File: src/cmd_buf_pkg.sv
/*
 * Constants and carrier types for the configurable registered command buffer.
 * Assumes the configuration selects are static while the buffer runs.
 */
`default_nettype none

package cmd_buf_pkg;

    // ****************************************
    // Widths and channel positions
    // ****************************************
    localparam int NCH = 25;
    localparam int NCOL = 14;
    localparam int CH_PRIMARY_SELECT = 6;

    // ****************************************
    // Channel masks (bit n is channel n+1)
    // ****************************************
    localparam logic [NCH-1:0] CH_RESET = 25'h000_0000;
    localparam logic [NCH-1:0] CH_ALL = 25'h1FF_FFFF;
    localparam logic [NCH-1:0] CH_USED_FANOUT = 25'h000_3FFF;
    // Clock enable ch1, termination ch4, primary select ch7
    localparam logic [NCH-1:0] UNGATED_A = 25'h000_0049;
    // Clock enable ch14, termination ch11, primary select ch7
    localparam logic [NCH-1:0] UNGATED_B = 25'h000_2440;

    // ****************************************
    // Output column layout
    // ****************************************
    localparam logic [NCOL-1:0] COL_RESET = 14'h0000;
    // Second-column terminals left unused in one-to-one operation
    localparam logic [NCOL-1:0] UNUSED_TERMINAL = 14'h0049;

    typedef struct packed {
        logic fanout_mode_select;
        logic variant_select;
    } cfg_s;

endpackage

`default_nettype wire

File: src/cmd_buffer.sv
/*
 * Configurable registered buffer for memory-module address and command lines:
 * 25-bit one-to-one or 14-bit one-to-two (A or B arrangement), with chip-select
 * output freezing. Assumes inputs are synchronous to mclk and that the
 * configuration selects are strapped.
 */
// Contract
// - Capture active inputs each clock, drive outputs
// - Fanout high: 14-bit one-to-two, else 25-bit
// - Fanout: variant select low picks A, high B
// - One-to-one: three unused terminals held low
// - Under reset, floating inputs leave outputs unchanged
// - Reset clears registers, forces outputs low
// - Both selects high: gated outputs hold
// - Either select low: gated outputs update
// - Reset overrides chip-select gating
// - Channel roles: enable 1/14, termination 4/11, select 7
// - Enable, termination, select channels never frozen
// - Reset acts asynchronously
// - Unused inputs ignored, unused outputs low
`timescale 1ns/1ps
`default_nettype none

module cmd_buffer
(
    input wire logic mclk,                                          // Capture clock
    input wire logic reset,                                         // Asynchronous reset, active high
    input wire cmd_buf_pkg::cfg_s cfg,                              // Static arrangement selects
    input wire logic [cmd_buf_pkg::NCH-1:0] registered_inputs,      // Channels 1..25, ch7 slot unused
    input wire logic primary_select_in,                             // Primary chip select, channel 7
    input wire logic secondary_select_in,                           // Secondary chip select
    output logic [cmd_buf_pkg::NCOL-1:0] registered_outputs_a,      // First output column
    output logic [cmd_buf_pkg::NCOL-1:0] registered_outputs_b       // Second output column
);
    import cmd_buf_pkg::*;

    // ****************************************
    // Arrangement decode
    // ****************************************
    function automatic logic [NCH-1:0] ungated_mask(input cfg_s c);
        if (c.fanout_mode_select && c.variant_select)
        begin
            ungated_mask = UNGATED_B;
        end
        else
        begin
            ungated_mask = UNGATED_A;
        end
    endfunction

    // Packs channels 15..25 around the unused terminals of the second column
    function automatic logic [NCOL-1:0] second_column_1to1(input logic [NCH-1:0] ch);
        int k;
        k = NCOL;
        second_column_1to1 = COL_RESET;
        for (int p = 0; p < NCOL; p++)
        begin
            if (!UNUSED_TERMINAL[p])
            begin
                second_column_1to1[p] = ch[k];
                k = k + 1;
            end
        end
    endfunction

    logic [NCH-1:0] ch_q;
    logic [NCH-1:0] ch_d;
    logic [NCH-1:0] d_eff;
    logic [NCH-1:0] ungated;
    logic [NCOL-1:0] out_b_d;
    logic freeze;

    // ****************************************
    // Next channel values
    // ****************************************
    always_comb
    begin
        d_eff = registered_inputs;
        d_eff[CH_PRIMARY_SELECT] = primary_select_in;
        if (cfg.fanout_mode_select)
        begin
            d_eff = d_eff & CH_USED_FANOUT;
        end
        else
        begin
            d_eff = d_eff & CH_ALL;
        end
    end

    assign ungated = ungated_mask(cfg);
    assign freeze = primary_select_in & secondary_select_in;

    // Frozen channels reload their own value; ungated ones always load
    always_comb
    begin
        if (freeze)
        begin
            ch_d = (ch_q & ~ungated) | (d_eff & ungated);
        end
        else
        begin
            ch_d = d_eff;
        end
    end

    always_comb
    begin
        if (cfg.fanout_mode_select)
        begin
            out_b_d = ch_d[NCOL-1:0];
        end
        else
        begin
            out_b_d = second_column_1to1(ch_d);
        end
    end

    // ****************************************
    // Channel and output registers
    // ****************************************
    // Reset is asynchronous so outputs fall low even with no clock running,
    // which also makes floating inputs harmless during standby.
    always_ff @(posedge mclk or posedge reset)
    begin
        if (reset)
        begin
            ch_q <= CH_RESET;
        end
        else
        begin
            ch_q <= ch_d;
        end
    end

    always_ff @(posedge mclk or posedge reset)
    begin
        if (reset)
        begin
            registered_outputs_a <= COL_RESET;
            registered_outputs_b <= COL_RESET;
        end
        else
        begin
            registered_outputs_a <= ch_d[NCOL-1:0];
            registered_outputs_b <= out_b_d;
        end
    end

    // ****************************************
    // Pin-level role checks
    // ****************************************
    // These read the output pins rather than ch_q, so a column wired to the
    // wrong channel shows up here even when the channel register is right.
    // Channel positions watched below (bit n is channel n+1)
    localparam int POS_ENABLE_NARROW = 0;
    localparam int POS_TERM_NARROW = 3;
    localparam int POS_TERM_B = 10;
    localparam int POS_ENABLE_B = 13;
    localparam int POS_SECOND_FIRST = 1;
    localparam int CH_SECOND_FIRST = 14;
endmodule

`default_nettype wire

File: config.mk
export PLATFORM = sky130hd
export DESIGN_NAME = cmd_buffer
export DESIGN_NICKNAME = d
export VERILOG_FILES = /design/src/cmd_buf_pkg.sv /design/src/cmd_buffer.sv
export SDC_FILE = /design/constraint.sdc
export NUM_CORES = 1
export LEC_CHECK = 0
export BUFFER_PORTS_ARGS = -buffer_cell sky130_fd_sc_hd__buf_2
export CAP_MARGIN = 20
export CORE_MARGIN = 5
export CORE_UTILIZATION = 25
export CTS_CLUSTER_DIAMETER = 120
export DETAILED_ROUTE_END_ITERATION = 12
export PLACE_DENSITY = 0.42
export SLEW_MARGIN = 20
export SYNTH_ARGS = -nofsm -noshare
export SYNTH_HDL_FRONTEND = slang
export SYNTH_SLANG_ARGS = --single-unit
File: constraint.sdc
create_clock -name mclk -period 1.4 [get_ports mclk]
set_input_delay 0.14 -clock mclk [delete_from_list [all_inputs] [get_ports mclk]]
set_output_delay 0.14 -clock mclk [all_outputs]
set_load 0.03 [all_outputs]
Word-level counts from Yosys, hierarchy flattened --
Index checks and enable logic that the tools add are counted.
Word-level totals: register bits after elaboration 53, bits of input ports 31, word-level logic and storage cells 72
Cells by class: add/sub/neg operators 9, $lt $le $gt $ge 10, muxes and demuxes 44, bitwise gates (word level) 5, reduce and logical (&&, ||, !) cells 1
Operators with widths (count):
- < comparator 32 x 7 -> 1 bit (second input constant) | 10
- two-way mux 32 bit | 10
- adder 32 x 2 -> 32 bit (second input constant) | 9
- binary-select mux 1 bit (select 5 bit) | 10
- two-way mux 25 bit | 2
- two-way mux 14 bit | 2
- bitwise AND 25 x 14 -> 25 bit | 1
- bitwise AND 25 bit | 1
- inverter 14 -> 25 bit | 1
- bitwise OR 25 bit | 1
- two-way mux 1 bit | 20
- bitwise AND 1 bit | 1
- logical AND 1 bit | 1

Longest topological paths before layout --
word-level depth 23, depth in mapped cells 6, mapped depth without buffers 3

Worst setup path after synthesis --
No wires, ideal clock.
path kind input to register, start point input port primary_select_in, end point register registered_outputs_b[5] (netlist name), library setup time 0.138 ns, arrival time 0.977 ns, setup slack 0.285 ns, stages 4, path through and2_4 buf_6 buf_12 mux4_2
On the way: longest elaborated chain between the ends 8
Ends and longest elaborated chain:
- start: declaration | RTL line cmd_buffer.sv:30 | input wire logic primary_select_in,
- two-way mux 25 bit | RTL line cmd_buffer.sv:80 | if (cfg.fanout_mode_select)
- bitwise AND 25 x 14 -> 25 bit | RTL line cmd_buffer.sv:98 | ch_d = (ch_q & ~ungated) | (d_eff & ungated);
- bitwise OR 25 bit | RTL line cmd_buffer.sv:98
- two-way mux 25 bit * | RTL line cmd_buffer.sv:96 | if (freeze)
- binary-select mux 1 bit (select 5 bit) | RTL line cmd_buffer.sv:60 | second_column_1to1[p] = ch[k];
- two-way mux 1 bit (not written as such) (2 in a row) | RTL line cmd_buffer.sv:60
- two-way mux 14 bit * | RTL line cmd_buffer.sv:108 | if (cfg.fanout_mode_select)
- named net out_b_d[5] | RTL line cmd_buffer.sv:70 | logic [NCOL-1:0] out_b_d;
- end signal: assignment | RTL line cmd_buffer.sv:145 | registered_outputs_b <= out_b_d;
- end: declaration | RTL line cmd_buffer.sv:33 | output logic [cmd_buf_pkg::NCOL-1:0] registered_outputs_b
The timed path passes the listed nets; every way through them passes the cells marked *. The select of a mux whose other input is x is not followed.

==> flow_summary.ini <==
[run_status]
status = completed

[power_and_ir_drop]
ir_drop_v = 0.000308
p_int_mw = 1.75
swShare = 0.295
p_leak_nw = 1.13
switchingPower_uw = 733
combPwrFrac = 0.197
p_per_area_nw_per_um2 = 1110
seq_power_share = 0.506
power.total_mw = 2.48
p_clk_frac = 0.296

[clock_network]
clkTransAtPathRegs_ns = 0.08
htree_num_levels = 2
cts.path.max_buffers = 2
clock_sinks = 39
cts_buffers = 5
root_buffer = clkbuf_8
cts_tree = yes
clk_latency_ns = 0.29
cts_setup_buffers = 0

[detailed_routing]
drtIter0Drc = 37
postRouteAntennaNets = 0
post_drt_wl_per_cell_um = 13.1
wl_met1_um = 1700
viasPerCell = 4.14
drc = 0
top_layer = met4
dr_wl_met3_um = 339
wl_met2_um = 1910
wl_um = 4020
dr.pass1.iters = 6
dr_total_vias = 1275

[timing]
timing.final.crit_period_ns = 1.02
setup_slack_ns = 0.380
fmax_mhz = 980
final-setup-viol-count = 0
finalSetupTns_ns = 0
finClkSkew_ns = 0.00329
rsz0062_at_grt = no
slew_violations = 0
worst_slew_pin_slew_ns = 0.286
relSlewSlack = 0.809
finalHoldViolCount = 0
timing.final.crit_share = 0.729

[critical_path]
crit_path_start = ch_q[9]$_DFF_PP0_
crit_path_cell_trace = buf_2
crit_buf_inv = 1
cp_max_fo = 3
critPathTopFamily = flip-flops
cp.arrival_ns = 0.88
r2r-start = ch_q[9]$_DFF_PP0_
critPathMaxStageDelay_ns = 0.40
critical-path-slowest-cell = dfrtp_1
ff2ff_setup_slack_ns = 0.39
path_class = reg -> out
cp-start-kind = register
critPathRequiredTime_ns = 1.26
endpoint_kind = output pin

[synthesis]
synth-seq-cells = 39
yosys_warnings = 0
avgSynthCellArea_um2 = 11.6
synth_seq_area_share = 0.538
syn_nets = 188
synth_cells = 157
synth.distinct_cells = 22
syn-cell-area_um2 = 1820

[final_layout]
nNetsFinal = 239
fill_cells = 740
instances_no_fill = 308
antenna_cells = 0
area_growth_pct = 22.9
final_area_um2 = 2230
drive_gt1_frac = 0.392

[worst_hold_path]
hold_path.startpoint = registered_inputs[5]
min_path_type = in -> reg

[grt]
grt_pass1_vias = 1351
antenna_found_initial = 0
grt_use_total = 0.0929
grt_pass1_wl_um = 6320
grt_max_degree = 23
grt-ovfl-total = 0

[floorplan]
die_area_um2 = 9070
fp.coreArea_um2 = 7180
start_util = 0.253
std_cell_rows = 31
num_io_pins = 59
fp.dieW_um = 95.2
chipHeight_um = 95.2

[place]
placedInstanceArea_um2 = 2140
port_buffers = 57
place_congestion = 0.683
place_ws_ns = 0.109
dp_hpwl_um = 3060
placed_cells = 299

[run]
max-cap-violations = 0
[metal layers]
layer  GRT usage  vias up
li1            -      621
met1       0.104      608
met2       0.157       40
met4      0.0409        0
met5           0        -
met3      0.0339        6
[flip-flops by register name, indices dropped and copies added (netlist names)]
| name | count |
|---|---|
| registered_outputs_a | 6 |
| registered_outputs_b | 14 |
| ch_q | 19 |
[final cells by class]
type | instances | area [µm²] | area share
clock buffer | 6 | 72.6 | 0.0325
clock inverter | 2 | 12.5 | 0.00561
inverter | 1 | 3.75 | 0.00168
multi-input combinational | 93 | 659 | 0.296
sequential | 39 | 976 | 0.437
tap | 99 | 124 | 0.0555
timing repair buffer | 68 | 383 | 0.172
[power groups by stage]
| stage | logic (mW) | registers (mW) | clock network, mW |
|---|---|---|---|
| after global placement | 0.497 | 1.28 | 0 |
| after detailed placement | 0.499 | 1.28 | 0 |
| after floorplan | 0.291 | 1.35 | 0 |
| final | 0.490 | 1.26 | 0.736 |
| after CTS | 0.501 | 1.26 | 0.778 |
| after global routing | 0.535 | 1.27 | 0.824 |
[cells in the mapped netlist (all sizes together)]
| library cell | n | area (µm²) |
|---|---|---|
| mux4 | 9 | 225 |
| mux2 | 4 | 45.0 |
| a211oi | 2 | 15.0 |
| a21o | 2 | 15.0 |
| clkbuf | 5 | 18.8 |
| inv | 1 | 3.75 |
| a21boi | 2 | 15.0 |
| nor2 | 1 | 3.75 |
| nand3 | 4 | 20.0 |
| a31oi | 2 | 12.5 |
| and2 | 2 | 15.0 |
| and3 | 2 | 12.5 |
| nand2 | 50 | 188 |
| dfrtp | 39 | 976 |
| buf | 19 | 158 |
| o21ai | 2 | 10.0 |
| nand3b | 11 | 82.6 |
[timing repair]
item | 4_1_cts | 5_1_grt
hold endpoints to repair | 39 | 0
gates resized for setup | 0 | 0
hold buffers | 1 | 0
[final timing paths]
| kind | endpoint | depth (start not counted) |
|---|---|---|
| setup / recovery | registered_outputs_a[9] | 1 |
| min in group asynchronous | registered_outputs_b[9]$_DFF_PP0_ | 4 |
| max in group asynchronous | registered_outputs_a[4]$_DFF_PP0_ | 4 |
| hold reg to reg | ch_q[14]$_DFF_PP0_ | 2 |
| setup reg to reg | registered_outputs_b[9]$_DFF_PP0_ | 1 |
| hold / removal | ch_q[5]$_DFF_PP0_ | 3 |
[cell families (layout without fill, tap and decap cells)]
kind of cell           Yosys count  in the layout  synth area share
and+or+nand+nor                 70             70             0.177
DFF                             39             39             0.538
buffers and inverters           25             77            0.0992
muxes                           13             13             0.149
AOI/OAI and AO/OA               10             10            0.0372
[cells in the final DEF, fill, tap and decap left out]
| master | instances |
|---|---|
| clkbuf_1 | 1 |
| dlygate4sd3_1 | 1 |
| mux2_2 | 4 |
| nand2_1 | 50 |
| and3_1 | 2 |
| a31oi_1 | 2 |
| buf_4 | 9 |
| mux4_2 | 3 |
| a21boi_0 | 2 |
| inv_1 | 1 |
| o21ai_0 | 2 |
| and2_1 | 1 |
| a211oi_1 | 2 |
| a21o_1 | 2 |
| buf_2 | 57 |
| buf_12 | 1 |
| nand3b_1 | 11 |
| nand3_1 | 4 |
| clkinv_2 | 1 |
| clkbuf_8 | 5 |
| nor2_1 | 1 |
| dfrtp_1 | 39 |
| mux4_1 | 6 |
| clkinvlp_4 | 1 |
| and2_4 | 1 |
[per-stage QoR]
stage               utilization  hold slack [ns]
floorplan                     -            0.171
global placement          0.298            0.221
detailed placement        0.298            0.212
CTS                       0.311           0.0480
global route              0.311           0.0645
finish                    0.311           0.0627
No activity file was read; power rests on OpenSTA's default activity.
